<file path="config.mk">
export PLATFORM = sky130hd
export DESIGN_NAME = cmvd_decode
export DESIGN_NICKNAME = d
export VERILOG_FILES = /design/src/design/cmvd_pkg.sv /design/src/design/cmvd_cond_eval.sv /design/src/design/cmvd_decode.sv
export SDC_FILE = /design/constraint.sdc
export NUM_CORES = 1
export LEC_CHECK = 0
export ABC_CLOCK_PERIOD_IN_PS = 2500
export BUFFER_PORTS_ARGS = -buffer_cell sky130_fd_sc_hd__buf_2
export CAP_MARGIN = 20
export CORE_MARGIN = 2
export CORE_UTILIZATION = 60
export DETAILED_ROUTE_END_ITERATION = 8
export PLACE_DENSITY = 0.79
export SLEW_MARGIN = 20
export SYNTH_ARGS = -nofsm -noshare
export SYNTH_HDL_FRONTEND = slang
export SYNTH_SLANG_ARGS = --single-unit
</file>
<file path="constraint.sdc">
create_clock -name clk -period 2.5 [get_ports clk]
set_clock_uncertainty 0.15 [all_clocks]
set_input_delay 0 -clock clk [delete_from_list [all_inputs] [get_ports clk]]
set_output_delay 0 -clock clk [all_outputs]
set_load 0.03 [all_outputs]
</file>
<file path="src/design/cmvd_pkg.sv">
package cmvd_pkg;
  localparam int          CMVD_DATA_W   = 32;
  localparam int          CMVD_NREG     = 8;
  localparam int          CMVD_RSEL_W   = 3;
  localparam logic [7:0]  CMVD_ESCAPE   = 8'h0f;
  localparam logic [7:0]  CMVD_OP_AE    = 8'h43;
  localparam logic [7:0]  CMVD_OP_B     = 8'h42;
  localparam logic [7:0]  CMVD_OP_E     = 8'h44;
  localparam logic [7:0]  CMVD_OP_NE    = 8'h45;
  localparam logic [7:0]  CMVD_OP_G     = 8'h4f;
  localparam logic [7:0]  CMVD_OP_LE    = 8'h4e;
  localparam logic [7:0]  CMVD_OP_L     = 8'h4c;
  localparam logic [7:0]  CMVD_OP_GE    = 8'h4d;
  localparam logic [1:0]  CMVD_MOD_REG  = 2'h3;
  localparam int          CMVD_MOD_HI   = 7;
  localparam int          CMVD_MOD_LO   = 6;
  localparam int          CMVD_REG_HI   = 5;
  localparam int          CMVD_REG_LO   = 3;
  localparam int          CMVD_RM_HI    = 2;
  localparam int          CMVD_RM_LO    = 0;
  localparam int          CMVD_ISSUE_CLKS = 1;

  typedef enum logic [3:0] {
    CMVD_C_NONE, CMVD_C_AE, CMVD_C_B, CMVD_C_E, CMVD_C_NE,
    CMVD_C_G, CMVD_C_LE, CMVD_C_L, CMVD_C_GE
  } cmvd_cond_t;
endpackage

</file>
<file path="src/design/cmvd_cond_eval.sv">
`timescale 1ns/100ps
module cmvd_cond_eval
  import cmvd_pkg::*;
(
  // condition and flags
  input  wire cmvd_pkg::cmvd_cond_t cond,
  input  wire logic                 flag_c,
  input  wire logic                 flag_z,
  input  wire logic                 flag_s,
  input  wire logic                 flag_o,
  // result
  output logic                      holds
);
  import cmvd_pkg::*;

  logic lt;
  assign lt = flag_s ^ flag_o;
  always_comb begin
    case (cond)
      CMVD_C_AE: holds = ~flag_c;
      CMVD_C_B:  holds = flag_c;
      CMVD_C_E:  holds = flag_z;
      CMVD_C_NE: holds = ~flag_z;
      CMVD_C_L:  holds = lt;
      CMVD_C_LE: holds = flag_z | lt;
      CMVD_C_G:  holds = ~(flag_z | lt);
      CMVD_C_GE: holds = ~lt;
      default:   holds = 1'b0;
    endcase
  end
endmodule

</file>
<file path="src/design/cmvd_decode.sv">
`timescale 1ns/100ps
module cmvd_decode
  import cmvd_pkg::*;
#(
  parameter int DATA_W = CMVD_DATA_W,
  parameter int NREG   = CMVD_NREG
) (
  // clock and reset
  input  wire logic                          clk,
  input  wire logic                          rst_n,
  // instruction issue
  input  wire logic                          issue_valid,
  input  wire logic [7:0]                    op_escape,
  input  wire logic [7:0]                    op_code,
  input  wire logic [7:0]                    op_modrm,
  // memory operand, already fetched on a cache hit
  input  wire logic [DATA_W-1:0]             mem_data,
  // flags in
  input  wire logic                          flag_c,
  input  wire logic                          flag_z,
  input  wire logic                          flag_s,
  input  wire logic                          flag_o,
  // register file read port
  output logic [DATA_W-1:0]                  gpr_rd_data,
  input  wire logic [CMVD_RSEL_W-1:0]        gpr_rd_sel,
  // status
  output logic                               is_cmov,
  output logic                               done_r,
  output logic                               moved_r,
  output logic                               flags_we
);
  import cmvd_pkg::*;

  logic [DATA_W-1:0]      gpr_r [NREG];
  cmvd_cond_t             cond;
  logic                   holds;
  logic [1:0]             f_mod;
  logic [CMVD_RSEL_W-1:0] f_reg;
  logic [CMVD_RSEL_W-1:0] f_rm;
  logic [DATA_W-1:0]      src;
  logic                   do_move;

  function automatic cmvd_cond_t cmvd_map(input logic [7:0] esc, input logic [7:0] op);
    cmvd_map = CMVD_C_NONE;
    if (esc == CMVD_ESCAPE) begin
      case (op)
        CMVD_OP_AE: cmvd_map = CMVD_C_AE;
        CMVD_OP_B:  cmvd_map = CMVD_C_B;
        CMVD_OP_E:  cmvd_map = CMVD_C_E;
        CMVD_OP_NE: cmvd_map = CMVD_C_NE;
        CMVD_OP_G:  cmvd_map = CMVD_C_G;
        CMVD_OP_LE: cmvd_map = CMVD_C_LE;
        CMVD_OP_L:  cmvd_map = CMVD_C_L;
        CMVD_OP_GE: cmvd_map = CMVD_C_GE;
        default:    cmvd_map = CMVD_C_NONE;
      endcase
    end
  endfunction

  assign cond    = cmvd_map(op_escape, op_code);
  assign is_cmov = issue_valid && (cond != CMVD_C_NONE);
  // operand specifier fields
  assign f_mod   = op_modrm[CMVD_MOD_HI:CMVD_MOD_LO];
  assign f_reg   = op_modrm[CMVD_REG_HI:CMVD_REG_LO];
  assign f_rm    = op_modrm[CMVD_RM_HI:CMVD_RM_LO];
  assign src     = (f_mod == CMVD_MOD_REG) ? gpr_r[f_rm] : mem_data;
  // flags never written by this family
  assign flags_we = 1'b0;

  cmvd_cond_eval u_eval (
    .cond   (cond),
    .flag_c (flag_c),
    .flag_z (flag_z),
    .flag_s (flag_s),
    .flag_o (flag_o),
    .holds  (holds)
  );

  assign do_move = is_cmov && holds;
  assign gpr_rd_data = gpr_r[gpr_rd_sel];

  // register file write, single cycle
  genvar gi;
  generate
    for (gi = 0; gi < NREG; gi++) begin : g_gpr
      always_ff @(posedge clk or negedge rst_n) begin
        if (!rst_n) begin
          gpr_r[gi] <= '0;
        end else if (do_move && (f_reg == CMVD_RSEL_W'(gi))) begin
          gpr_r[gi] <= src;
        end
      end
      property p_others;
        @(posedge clk) disable iff (!rst_n)
          !(do_move && f_reg == CMVD_RSEL_W'(gi)) |=> $stable(gpr_r[gi]);
      endproperty
      a_others: assert property (p_others) else $error("stray register write");
    end
  endgenerate

  // completion status
  always_ff @(posedge clk or negedge rst_n) begin
    if (!rst_n) begin
      done_r  <= 1'b0;
      moved_r <= 1'b0;
    end else begin
      done_r  <= is_cmov;
      moved_r <= do_move;
    end
  end

  property p_done_one;
    @(posedge clk) disable iff (!rst_n) is_cmov |=> done_r;
  endproperty
  a_done_one: assert property (p_done_one) else $error("cmov not done in one clock");

  property p_write_src;
    @(posedge clk) disable iff (!rst_n)
      do_move |=> gpr_r[$past(f_reg)] == $past(src);
  endproperty
  a_write_src: assert property (p_write_src) else $error("destination not loaded");

  property p_keep;
    @(posedge clk) disable iff (!rst_n)
      (is_cmov && !holds) |=> gpr_r[$past(f_reg)] == $past(gpr_r[f_reg]);
  endproperty
  a_keep: assert property (p_keep) else $error("destination changed on false");

  property p_flags;
    @(posedge clk) disable iff (!rst_n) is_cmov |-> !flags_we;
  endproperty
  a_flags: assert property (p_flags) else $error("flags written");

  property p_ae;
    @(posedge clk) disable iff (!rst_n)
      (issue_valid && op_escape == CMVD_ESCAPE && op_code == CMVD_OP_AE) |-> (do_move == !flag_c);
  endproperty
  a_ae: assert property (p_ae) else $error("ae condition wrong");

  property p_b;
    @(posedge clk) disable iff (!rst_n)
      (is_cmov && op_code == CMVD_OP_B) |=> moved_r == $past(flag_c);
  endproperty
  a_b: assert property (p_b) else $error("b condition wrong");

  property p_e;
    @(posedge clk) disable iff (!rst_n)
      (is_cmov && op_code == CMVD_OP_E) |-> (do_move == flag_z);
  endproperty
  a_e: assert property (p_e) else $error("e condition wrong");

  property p_ne;
    @(posedge clk) disable iff (!rst_n)
      (is_cmov && op_code == CMVD_OP_NE) |-> (do_move == !flag_z);
  endproperty
  a_ne: assert property (p_ne) else $error("ne condition wrong");

  property p_g;
    @(posedge clk) disable iff (!rst_n)
      (is_cmov && op_code == CMVD_OP_G) |-> (do_move == (!flag_z && flag_s == flag_o));
  endproperty
  a_g: assert property (p_g) else $error("g condition wrong");

  property p_le;
    @(posedge clk) disable iff (!rst_n)
      (is_cmov && op_code == CMVD_OP_LE) |-> (do_move == (flag_z || flag_s != flag_o));
  endproperty
  a_le: assert property (p_le) else $error("le condition wrong");

  property p_l;
    @(posedge clk) disable iff (!rst_n)
      (is_cmov && op_code == CMVD_OP_L) |-> (do_move == (flag_s != flag_o));
  endproperty
  a_l: assert property (p_l) else $error("l condition wrong");

  property p_ge;
    @(posedge clk) disable iff (!rst_n)
      (is_cmov && op_code == CMVD_OP_GE) |-> (do_move == (flag_s == flag_o));
  endproperty
  a_ge: assert property (p_ge) else $error("ge condition wrong");

  property p_cond;
    @(posedge clk) disable iff (!rst_n)
      (is_cmov && op_code == CMVD_OP_LE) |-> (holds == (flag_z | (flag_s ^ flag_o)));
  endproperty
  a_cond: assert property (p_cond) else $error("condition evaluation wrong");

  property p_mem_src;
    @(posedge clk) disable iff (!rst_n)
      (do_move && f_mod != CMVD_MOD_REG) |=> gpr_r[$past(f_reg)] == $past(mem_data);
  endproperty
  a_mem_src: assert property (p_mem_src) else $error("memory source not moved");

  property p_reg_src;
    @(posedge clk) disable iff (!rst_n)
      (do_move && f_mod == CMVD_MOD_REG) |=> gpr_r[$past(f_reg)] == $past(gpr_r[f_rm]);
  endproperty
  a_reg_src: assert property (p_reg_src) else $error("register source not moved");

  property p_refused;
    @(posedge clk) disable iff (!rst_n) !is_cmov |=> (!done_r && !moved_r);
  endproperty
  a_refused: assert property (p_refused) else $error("done without a cmov");

  property p_moved_done;
    @(posedge clk) disable iff (!rst_n) moved_r |-> done_r;
  endproperty
  a_moved_done: assert property (p_moved_done) else $error("move without done");

  property p_nonfamily;
    @(posedge clk) disable iff (!rst_n)
      (issue_valid && op_escape != CMVD_ESCAPE) |-> !is_cmov;
  endproperty
  a_nonfamily: assert property (p_nonfamily) else $error("wrong escape decoded");
endmodule

</file>
# [Yosys cells after proc, flatten, opt, wreduce, memory -nomap -nowiden]
# Index checks and enable logic that the tools add are counted.
[word_totals] output_inout_bits=36 reg_bits=258
[classes] reduce_logical=12 n_bitwise=8 magnitude_cmp=2 eq_ne=25 mux=10
[op_table] op="binary-select mux 32 bit (select 3 bit)" n=2
[op_table] op="two-way mux 32 bit" n=5
[op_table] op="== test 8 x 7 -> 1 bit (second input constant)" n=8
[op_table] op="case mux 4 bit (8 select lines)" n=1
[op_table] op="== test 4 x 3 -> 1 bit (second input constant)" n=4
[op_table] op="== test 3 bit (second input constant)" n=4
[op_table] op="logical AND 1 bit" n=10
[op_table] op="== test 4 x 2 -> 1 bit (second input constant)" n=2
[op_table] op="== test 8 x 4 -> 1 bit (second input constant)" n=1
[op_table] op="greater-or-equal comparator 4 bit (second input constant)" n=2
[op_table] op="NOT 3 -> 4 bit" n=2
[op_table] op="case mux 1 bit (8 select lines)" n=1
[op_table] op="== test 3 x 2 -> 1 bit (second input constant)" n=2
[op_table] op="== test 4 x 1 -> 1 bit (second input constant)" n=1
[op_table] op="== test 4 bit (second input constant)" n=1
[op_table] op="two-way mux 4 bit" n=1
[op_table] op="NOT 1 bit" n=4
[op_table] op="nonzero test 4 bit" n=1
[op_table] op="== test 3 x 1 -> 1 bit (second input constant)" n=1
[op_table] op="zero test 3 bit" n=1
[op_table] op="== test 2 bit (second input constant)" n=1
[op_table] op="bitwise OR 1 bit" n=1
[op_table] op="bitwise XOR 1 bit" n=1

# [Longest topological paths before layout]
# Gate-level depths: netlist of run 1.
[depth] depth_word=7 ltp_mapped=9

# [Modules after synthesis]
# From an unflattened synthesis of run 1, not the netlist that was laid out.
[unflattened] cells_unflattened=1002 area_unflattened_um2=15274.6
[modules_own_cells] mod="cmvd_decode" area_each_um2=15168.3 instances=1 cells_per_inst=988
[modules_own_cells] mod="cmvd_cond_eval" area_each_um2=106.4 instances=1 cells_per_inst=14

# [Worst setup path after synthesis of run 1]
# Ideal clock, no wire load.
[synth_timing] kind="input -> register" start="in op_code[5]" end="reg gpr_r[10] (netlist bit)" setup_time_ps=125 path_slack_ps=306 stages=8 arrival_time_ps=1919 required_time_ps=2225 cell_sequence="nor4b_4 -> and3_1 -> and3_2 -> a211oi_4 -> or4_1 -> buf_2 -> buf_6 -> mux2_4"
[synth_between] elab_chain_cells=7 elab_cells_between_ends=23 classes_between="16 x eq/ne; 3 x mux; 4 x reduce/logical"
[synth_rtl] element="start, declared" line="cmvd_decode.sv:14" rtl="input wire logic [7:0] op_code,"
[synth_rtl] element="== test 8 x 7 -> 1 bit" line="cmvd_decode.sv:46" rtl="case (op)"
[synth_rtl] element="case mux 4 bit (8 select lines) (*)" line="cmvd_decode.sv:46"
[synth_rtl] element="two-way mux 4 bit (*)" line="cmvd_decode.sv:45" rtl="if (esc == CMVD_ESCAPE) begin"
[synth_rtl] element="== test 4 bit, or another cell as far along" line="cmvd_cond_eval.sv:19" rtl="case (cond)"
[synth_rtl] element="case mux 1 bit (8 select lines) / logical AND 1 bit (equally long branches)" line="cmvd_cond_eval.sv:19, cmvd_decode.sv:61"
[synth_rtl] element="logical AND 1 bit (*)" line="cmvd_decode.sv:79" rtl="assign do_move = is_cmov && holds;"
[synth_rtl] element="logical AND 1 bit (*)" line="cmvd_decode.sv:89" rtl="end else if (do_move && (f_reg == CMVD_RSEL_W'(gi))) begin"
[synth_rtl] element="end signal, assigned by index" line="cmvd_decode.sv:90" rtl="gpr_r[gi] <= src;"
[synth_rtl] element="end, declared" line="cmvd_decode.sv:34" rtl="logic [DATA_W-1:0] gpr_r [NREG];"
# Every way passes the cells marked *; elsewhere a longest branch is shown, timed or not.
# A chain may end at the register's enable or synchronous reset.

# [Final worst setup path of run 1]
[layout_timing] start="in op_escape[4]" end="reg gpr_r[246] (netlist bit)"
[layout_between] elab_chain_cells=6 elab_cells_between_ends=15 classes_between="9 x eq/ne; 2 x mux; 4 x reduce/logical"
[layout_rtl] element="start, declared" line="cmvd_decode.sv:13" rtl="input wire logic [7:0] op_escape,"
[layout_rtl] element="== test 8 x 4 -> 1 bit (*)" line="cmvd_decode.sv:45"
[layout_rtl] element="two-way mux 4 bit (*)" line="cmvd_decode.sv:45"
[layout_rtl] element="== test 4 bit, or another cell as far along" line="cmvd_cond_eval.sv:19"
[layout_rtl] element="case mux 1 bit (8 select lines) / logical AND 1 bit (equally long branches)" line="cmvd_cond_eval.sv:19, cmvd_decode.sv:61"
[layout_rtl] element="logical AND 1 bit (*)" line="cmvd_decode.sv:79"
[layout_rtl] element="logical AND 1 bit (*)" line="cmvd_decode.sv:89"
# Marks and branches as above.

==> results of run 1 <==
synthesized netlist by cell type (2+ instances only):
master,n,area (um^2)
inv_1,5,18.77
nand4_1,2,12.51
clkbuf_1,27,101.4
mux2_4,90,1351
buf_6,9,101.4
mux2i_1,32,320.3
xnor2_1,3,26.28
nand2_1,2,7.510
nor2_1,34,127.6
nor3b_1,2,15.01
nor4_2,3,37.54
buf_1,11,41.29
nand2b_1,3,18.77
nor2b_1,3,18.77
buf_2,26,130.1
mux2_2,192,2162
dfrtp_1,258,6456
and2_1,2,12.51
mux4_2,128,2883
mux2_1,6,67.56
or4_1,3,22.52
a21oi_1,33,165.2
layer usage:
layer | global-route usage | routed length [um] | up-vias
met3 | 0.03538 | 1160 | 49
met4 | 0.06735 | 705 | 0
met2 | 0.4493 | 16120 | 165
met1 | 0.3819 | 13990 | 4588
met5 | 0 | 0 | -
li1 | - | - | 3698
power groups by stage:
stage	sequential, W	combinational (W)	clock [W]
floorplan	0.00425	0.000337	0
global placement	0.00425	0.000630	0
detailed placement	0.00425	0.000635	0
CTS	0.00418	0.000676	0.00441
global route	0.00417	0.000726	0.00460
finish	0.00418	0.000664	0.00435
timing repair:
item / 4_1_cts / 5_1_grt
endpoints found under the setup margin: 0 / 0
endpoints found under the hold margin: 490 / 0
hold buffers: 33 / 0
metrics by stage:
stage | cell area, um^2 | util | instances | hold slack, ns | worst slack (ns)
floorplan | 14300 | - | 895 | -0.4456 | 0.3058
global placement | 15380 | 0.6571 | 1274 | -0.1382 | 0.08567
detailed placement | 15380 | 0.6571 | 1274 | -0.1426 | 0.02249
CTS | 16680 | 0.7128 | 1356 | 0.006823 | 0.1727
global route | 16680 | 0.7128 | 1356 | 0.04736 | 0.003846
finish | 16680 | 0.7128 | 1356 | 0.02577 | 0.1718
layout make-up:
type                    instances  area (um^2)
well taps                     319        399.1
clock buffers                  40        847.1
clock inverters                 9        126.4
fillers                      1528         6720
repair buffers                167         1351
inverters                       5        18.77
flip-flops and latches        258         6456
multi-input cells             558         7483
sequential cells by signal (all words and copies together), names as in the netlist:
signal	cells
gpr_r	256
moved_r	1
done_r	1
kinds of logic after synthesis:
| group | count (synthesis) | share of synthesized area |
|---|---|---|
| AOI/OAI and AO/OA | 40 | 0.01645 |
| xor gates and xnor gates | 3 | 0.001838 |
| adders and majority gates | 1 | 0.0007000 |
| buffers and inverters | 79 | 0.02800 |
| DFF | 258 | 0.4515 |
| muxes | 448 | 0.4744 |
| other | 1 | 0.0002622 |
| and+or+nand+nor | 65 | 0.02686 |
worst reg2reg max path: stages, from the launching register on:
cell	delay, ns
dfrtp_1	0.41
mux4_2	0.47
mux2i_1	0.18
a21oi_1	0.23
mux2_1	0.37
final timing paths:
path                                         from                endpoint
min in group asynchronous                   rst_n  gpr_r[226]$_DFFE_PN0P_
setup reg to reg           gpr_r[103]$_DFFE_PN0P_  gpr_r[103]$_DFFE_PN0P_
max in group asynchronous                   rst_n   gpr_r[26]$_DFFE_PN0P_
hold reg to reg            gpr_r[135]$_DFFE_PN0P_  gpr_r[135]$_DFFE_PN0P_
setup / recovery                     op_escape[4]  gpr_r[246]$_DFFE_PN0P_
hold / removal                       mem_data[26]  gpr_r[154]$_DFFE_PN0P_
==> impl_metrics.csv, run 1 <==
group,metric,value,unit
grt,grt_pass1_wl,51310,um
power,p_int,0.007077,W
route,drt-total-wl,31980,um
yosys,synthDistinctLibCells,43,
power,p_sw_frac,0.2298,
finish,layout_common_cells,"258 x dfrtp_1, 192 x mux2_2, 128 x mux4_2",
route,via_count,8500,
critical_path,crit_chain,"buf_2, nor4b_1, and3_1, nand3_2, dlygate4sd3_1, buf_4, nor4b_4, buf_4, mux2_2",
critical_path,cp_top_family,"buffers and inverters",
placed_design,hpwl,18660,um
power,p_total,0.009188,W
grt,grt_max_degree,71,
run,maxCapViolCount,0,
timing,period_needed,2.328,ns
yosys,ys_ff_latch,258,
timing,hold_viol_final,0,
grt,antenna_found_initial,0,
die,start_util,0.6110,
die,die_w,158.4,um
min_path,hold_path_class,"primary input to flop",
clocking,cts_tree,"built",
critical_path,start_kind,"primary input",
yosys,syn_inst,895,
grt,grt_pass1_vias,9318,
critical_path,critPathRequiredTime,2.77,ns
power,powerDensity,550.8,nW/um^2
finish,nNetsFinal,1084,
yosys,yosys_warnings,0,
critical_path,r2r.worst_path.cells,4,
critical_path,end_kind,"flop",
yosys,ys_seq_area_frac,0.4515,
yosys,synth.cell_area,14300,um^2
critical_path,r2r_slack,0.57,ns
yosys,synth_area_per_cell,15.98,um^2
yosys,syn-num-nets,961,
clocking,cts_num_sinks,258,
yosys,synthFlopType,"dfrtp_1",
clocking,clk_latency,0.54,ns
finish,antennaDiodeCount,0,
timing,slew_headroom,0.5626,
timing,rsz0062_at_grt,"no",
finish,drive_gt1_frac,0.5805,
route,vias_per_cell,6.268,
die,die_area,25080,um^2
power,switching_power,0.002111,W
yosys,async_reset_ff_frac,1.000,
route,dr.pass1.iters,4,
route,drtAntennaViolNets,0,
placed_design,io_buffers,100,
timing,tns,0,ns
critical_path,crit_slowest_cell,"dlygate4sd3_1",
die,core-area,23400,um^2
clocking,post-cts-setup-buffer-count,0,
power,p_leak,8.177,nW
timing,drv_slew,0,
grt,grt-ovfl-total,0,
yosys,synth_enable_flop_cells,0,
power,power_frac_comb,0.072,
min_path,hold_depth,4,
clocking,root_buffer,"clkbuf_16",
placed_design,gp_congestion,0.7661,
route,remaining_drc_errors,0,
timing,worst_slew_pin_slew,0.6561,ns
timing,fmax,429.5,MHz
critical_path,max_stage_delay,0.57,ns
critical_path,crit_cells,9,
clocking,cts.clk_slew.worst_paths,0.06,ns
die,die_h,158.4,um
outcome,outcome,"finished clean",
finish,final_common_cell,"dfrtp_1",
clocking,cts_max_level,1,
power,peakVddDrop,540.4,uV
clocking,cts_buffer_depth,3,
die,core.rowCount,56,
critical_path,critPathArrivalTime,2.60,ns
route,wl_per_cell,23.58,um
critical_path,critPathBufInv,4,
critical_path,cp_max_fo,12,
critical_path,cpMostUsedCell,"buf_4",
timing,setup_viol,0,
power,power.share.clock,0.473,
clocking,post_cts_resized,0,
critical_path,crit_type,"primary input to flop",
route,drt_iter0_drc,482,
clocking,numCtsBuffers,28,
power,seq_power_share,0.455,
timing,finalCritPeriodShare,0.9313,
finish,area_growth,16.66,%
die,ios,102,
grt,grt.total_usage,0.2693,
Note: power is estimated with default switching activity, not from simulation.
==> inputs of run 2 (changes only) <==
Settings changed: ABC_CLOCK_PERIOD_IN_PS 2500 to 3000, MAX_ROUTING_LAYER set to met4.
Clock period 2.5 ns to 3 ns, I/O delays scaled along.
==> impl_metrics.csv, run 2 (synthesis results as in run 1) <==
group,metric,value,unit
outcome,outcome,"finished clean",
critical_path,max_stage_delay,0.77,ns
route,drtAntennaViolNets,0,
route,vias_per_cell,6.264,
grt,antenna_found_initial,0,
placed_design,io_buffers,100,
timing,setup_viol,0,
grt,grt.total_usage,0.2647,
clocking,numCtsBuffers,27,
power,peakVddDrop,411.8,uV
critical_path,crit_chain,"buf_2, nor4b_4, and3_1, nand3_2, or4_2, buf_12, mux2_4",
power,powerDensity,439.9,nW/um^2
die,core.rowCount,56,
route,dr_wl_met3,1306,um
clocking,cts_max_level,1,
timing,fmax,469.7,MHz
timing,tns,0,ns
route,drt-total-wl,30990,um
die,die_h,158.4,um
critical_path,end_kind,"flop",
clocking,cts_tree,"built",
finish,reg.largest.list,"gpr_r x256, done_r x1, moved_r x1",
timing,fin_ws,0.8710,ns
critical_path,start_kind,"primary input",
grt,grt-ovfl-total,0,
route,wl_per_cell,22.94,um
clocking,root_buffer,"clkbuf_16",
placed_design,gp_congestion,0.7874,
timing,worst_slew_pin_slew,1.065,ns
die,ios,102,
timing,slew_headroom,0.2901,
clocking,clk_latency,0.53,ns
finish,multi_input_area,7483,um^2
critical_path,cp_max_fo,32,
die,core-area,23400,um^2
finish,drive_gt1_frac,0.5727,
critical_path,crit_type,"primary input to flop",
finish,final_cell_area,16460,um^2
power,seq_power_share,0.481,
critical_path,critPathBufInv,2,
critical_path,crit_cells,7,
power,power_frac_comb,0.075,
placed_design,place_area,15240,um^2
critical_path,critPathRequiredTime,3.26,ns
finish,nNetsFinal,1078,
finish,final-seq-area,6456,um^2
min_path,hold_depth,4,
critical_path,crit_slowest_cell,"or4_2",
route,wl_met1,13490,um
route,remaining_drc_errors,0,
clocking,cts_num_sinks,258,
timing,drv_slew,0,
die,start_util,0.6110,
finish,final_common_cell,"dfrtp_1",
finish,largest_register_ffs,256,
run,maxCapViolCount,0,
finish,area_growth,15.11,%
clocking,cts_buffer_depth,3,
finish,top_register,"gpr_r",
route,drt_iter0_drc,469,
power,p_sw_frac,0.2315,
power,p_leak,8.077,nW
critical_path,r2r.worst_path.cells,4,
grt,grt_pass1_vias,8876,
placed_design,place_ws,0.3269,ns
power,p_int,0.005565,W
finish,layout_common_cells,"258 x dfrtp_1, 192 x mux2_2, 128 x mux4_2",
finish,fill_cells,1561,
finish,antennaDiodeCount,0,
clocking,cts.clk_slew.worst_paths,0.06,ns
timing,whs,0.02901,ns
clocking,post-cts-setup-buffer-count,0,
grt,grt_max_degree,78,
timing,period_needed,2.129,ns
critical_path,critPathArrivalTime,2.39,ns
route,highest_layer,"met4",
power,power.share.clock,0.444,
timing,rsz0062_at_grt,"no",
power,switching_power,0.001676,W
critical_path,cp_top_family,"simple AND/OR/NAND/NOR gates",
die,die_w,158.4,um
route,via_count,8462,
grt,grt_pass1_wl,49220,um
min_path,hold_path_class,"primary input to flop",
route,dr.pass1.iters,5,
die,die_area,25080,um^2
timing,hold_viol_final,0,
timing,finalCritPeriodShare,0.7097,
finish,utilization,0.7034,
placed_design,hpwl,18360,um
route,dr_wl_met2,15680,um
==> run 2: area by class of cell <==
type                            count  share of cell area
Clock buffer                       44             0.05040
Sequential cell                   258              0.3922
Inverter                            5            0.001140
Multi-Input combinational cell    558              0.4546
Timing Repair Buffer              162             0.07540
Tap cell                          319             0.02425
Clock inverter                      5            0.001976
==> run 2: stage by stage <==
| stage | total power [W] | std cells |
|---|---|---|
| CTS | 0.007301 | 1351 |
| finish | 0.007242 | 1351 |
| floorplan | 0.003826 | 895 |
| global placement | 0.004056 | 1267 |
| detailed placement | 0.004060 | 1267 |
| global route | 0.007497 | 1351 |
==> run 2: power by group through the flow <==
stage | clock [W] | combinational (W) | sequential (W)
floorplan | 0 | 0.000281 | 0.00354
global placement | 0 | 0.000512 | 0.00354
detailed placement | 0 | 0.000516 | 0.00354
CTS | 0.00327 | 0.000554 | 0.00348
global route | 0.00342 | 0.000597 | 0.00348
finish | 0.00321 | 0.000547 | 0.00348
==> run 2: final timing paths <==
check / start / end / slack, ns
min reg2reg: gpr_r[167]$_DFFE_PN0P_ / gpr_r[167]$_DFFE_PN0P_ / 0.36
max reg2reg: gpr_r[0]$_DFFE_PN0P_ / gpr_r[192]$_DFFE_PN0P_ / 1.09
max in group asynchronous: rst_n / gpr_r[113]$_DFFE_PN0P_ / 1.46
min: mem_data[11] / gpr_r[203]$_DFFE_PN0P_ / 0.03
min in group asynchronous: rst_n / gpr_r[221]$_DFFE_PN0P_ / 0.44
max: op_code[5] / gpr_r[78]$_DFFE_PN0P_ / 0.87
==> run 2: repair_timing <==
action / CTS / global route
endpoints found under the setup margin: 0 / 0
endpoints found under the hold margin: 412 / 0
hold buffers: 35 / 0
gates resized for setup: 0 / 0
==> run 2: metal layers <==
| metal | global-route usage | up-vias |
|---|---|---|
| li1 | - | 3693 |
| met1 | 0.3620 | 4487 |
| met2 | 0.4364 | 231 |
| met3 | 0.03321 | 51 |
| met4 | 0.05405 | 0 |
| met5 | - | - |
==> run 2: worst register-to-register path, stage by stage, from the launching register on <==
cell     delay (ns)
dfrtp_1        0.39
mux4_2         0.48
mux2i_1        0.17
a21oi_1        0.22
mux2_1         0.37
==> inputs of run 3 (changes only) <==
Settings changed: ABC_CLOCK_PERIOD_IN_PS 3000 to 1730, CORE_UTILIZATION 60 to 55, PLACE_DENSITY 0.79 to 0.77.
Clock period 3 ns to 1.73 ns, I/O delays scaled along.
==> impl_metrics.csv, run 3 (synthesis results as in run 1) <==
group,metric,value,unit
clocking,clk_latency,0.56,ns
die,die_w,165.2,um
route,remaining_drc_errors,0,
finish,top_register,"gpr_r",
route,wl_per_cell,33.03,um
finish,drive_gt1_frac,0.7289,
finish,nNetsFinal,1413,
die,core-area,25760,um^2
timing,slew_headroom,0.6225,
route,drtAntennaViolNets,0,
clocking,cts_max_level,1,
outcome,violations,"setup timing",
timing,drv_slew,0,
timing,worst_slew_pin_slew,0.5663,ns
power,powerDensity,620.7,nW/um^2
finish,final_common_cell,"mux2_4",
clocking,numCtsBuffers,28,
grt,grt_pass1_vias,11856,
placed_design,io_buffers,100,
power,peakVddDrop,743.7,uV
timing,tns,-64.62,ns
timing,fin_ws,-0.4802,ns
power,p_int,0.01013,W
outcome,outcome,"finished with violations",
critical_path,critPathArrivalTime,2.06,ns
finish,final-seq-area,6456,um^2
timing,period_needed,2.210,ns
power,p_leak,10.55,nW
finish,reg.largest.list,"gpr_r x256, done_r x1, moved_r x1",
placed_design,place_area,17170,um^2
critical_path,crit_chain,"buf_6, mux4_2, mux2_4, buf_6",
route,via_count,11430,
finish,area_growth,52.76,%
die,core.rowCount,59,
die,ios,102,
route,dr.pass1.iters,5,
grt,grt_max_degree,61,
critical_path,cpMostUsedCell,"buf_6",
critical_path,max_stage_delay,0.48,ns
clocking,cts_buffer_depth,3,
placed_design,place_ws,-0.7281,ns
timing,finalCritPeriodShare,1.278,
finish,fill_cells,1001,
min_path,hold_path_class,"primary input to flop",
critical_path,cp_max_fo,2,
power,power.share.clock,0.460,
grt,grt.total_usage,0.3856,
finish,layout_common_cells,"279 x mux2_4, 258 x dfrtp_1, 166 x buf_6, 166 x buf_4, 128 x mux4_2",
route,vias_per_cell,6.724,
power,switching_power,0.003425,W
finish,multi_input_area,8831,um^2
timing,setup_viol,289,
die,die_h,165.2,um
power,power_frac_comb,0.095,
clocking,root_buffer,"clkbuf_16",
finish,final_cell_area,21840,um^2
grt,grt_pass1_wl,74700,um
clocking,cts_num_sinks,258,
die,die_area,27310,um^2
grt,grt-ovfl-total,0,
placed_design,gp_congestion,0.7888,
critical_path,crit_type,"flop to output pin",
critical_path,end_kind,"output pin",
die,start_util,0.5550,
placed_design,hpwl,23000,um
critical_path,crit_slowest_cell,"mux4_2",
route,drt_iter0_drc,970,
power,p_sw_frac,0.2526,
timing,hold_viol_final,0,
grt,antenna_found_initial,0,
finish,antennaDiodeCount,0,
clocking,cts.clk_slew.worst_paths,0.07,ns
critical_path,start_kind,"flop",
critical_path,r2r_slack,-0.28,ns
clocking,cts_tree,"built",
critical_path,critPathRequiredTime,1.58,ns
timing,fmax,452.4,MHz
run,maxCapViolCount,0,
finish,largest_register_ffs,256,
timing,rsz0062_at_grt,"yes",
route,drt-total-wl,56150,um
power,seq_power_share,0.445,
## run 3: cell count changes in the layout (fill, tap and decap cells not counted), moves of 15 or more
cell / delta
mux2_4: +189
mux2_2: -183
buf_6: +166
buf_4: +150
buf_2: -34
a21oi_1: -32
buf_12: +29
a21oi_4: +26
mux2i_1: -26
mux2i_4: +22
buf_16: +15
## run 3: what timing repair did
action	in CTS	in global routing
endpoints found under the setup margin	288	288
hold buffers	33	1
gates resized for setup	383	165
pin swaps	42	21
endpoints found under the hold margin	500	8
buffers inserted	68	54
cloned	22	2
## run 3: final cells by class
cell class / instances / area share
multi-input cells: 558 / 0.4043
flip-flops and latches: 258 / 0.2955
repair buffers: 496 / 0.2380
clock buffers: 41 / 0.03803
well taps: 335 / 0.01919
clock inverters: 7 / 0.003895
inverters: 5 / 0.001031
## run 3: worst paths after layout
check / from / endpoint / depth (start not counted)
max: gpr_r[17]$_DFFE_PN0P_ / gpr_rd_data[17] / 4
min in group asynchronous: rst_n / gpr_r[1]$_DFFE_PN0P_ / 3
max in group asynchronous: rst_n / gpr_r[196]$_DFFE_PN0P_ / 4
min reg2reg: gpr_r[215]$_DFFE_PN0P_ / gpr_r[215]$_DFFE_PN0P_ / 1
min: op_modrm[3] / gpr_r[30]$_DFFE_PN0P_ / 5
max reg2reg: gpr_r[59]$_DFFE_PN0P_ / gpr_r[59]$_DFFE_PN0P_ / 5
## run 3: critical path: cells and delay by family (launching register included)
kind	cells	cell delay [ns]
buffers and inverters	2	0.29
DFF	1	0.44
muxes	2	0.78
## run 3: power groups by stage
stage,sequential [W],combinational [W],clock [W]
floorplan,0.00615,0.000500,0
global placement,0.00614,0.000997,0
detailed placement,0.00614,0.00101,0
CTS,0.00604,0.00116,0.00607
global route,0.00603,0.00135,0.00645
finish,0.00603,0.00129,0.00624
## run 3: per-layer routing
metal	global-route usage	vias up	routed length [um]
li1	-	4358	-
met1	0.4758	5939	19410
met2	0.6246	816	27210
met3	0.07193	317	5306
met4	0.1755	0	4219
met5	-	-	0
## run 3: metrics by stage
step                total power, W    util  instances  hold WS (ns)
global route               0.01383  0.8479       1700       0.08507
global placement          0.007142  0.6665       1495       -0.1723
finish                     0.01356  0.8479       1700       0.05588
detailed placement        0.007153  0.6665       1495       -0.1660
CTS                        0.01327  0.8103       1665      0.006924
floorplan                 0.006647       -        895       -0.4456
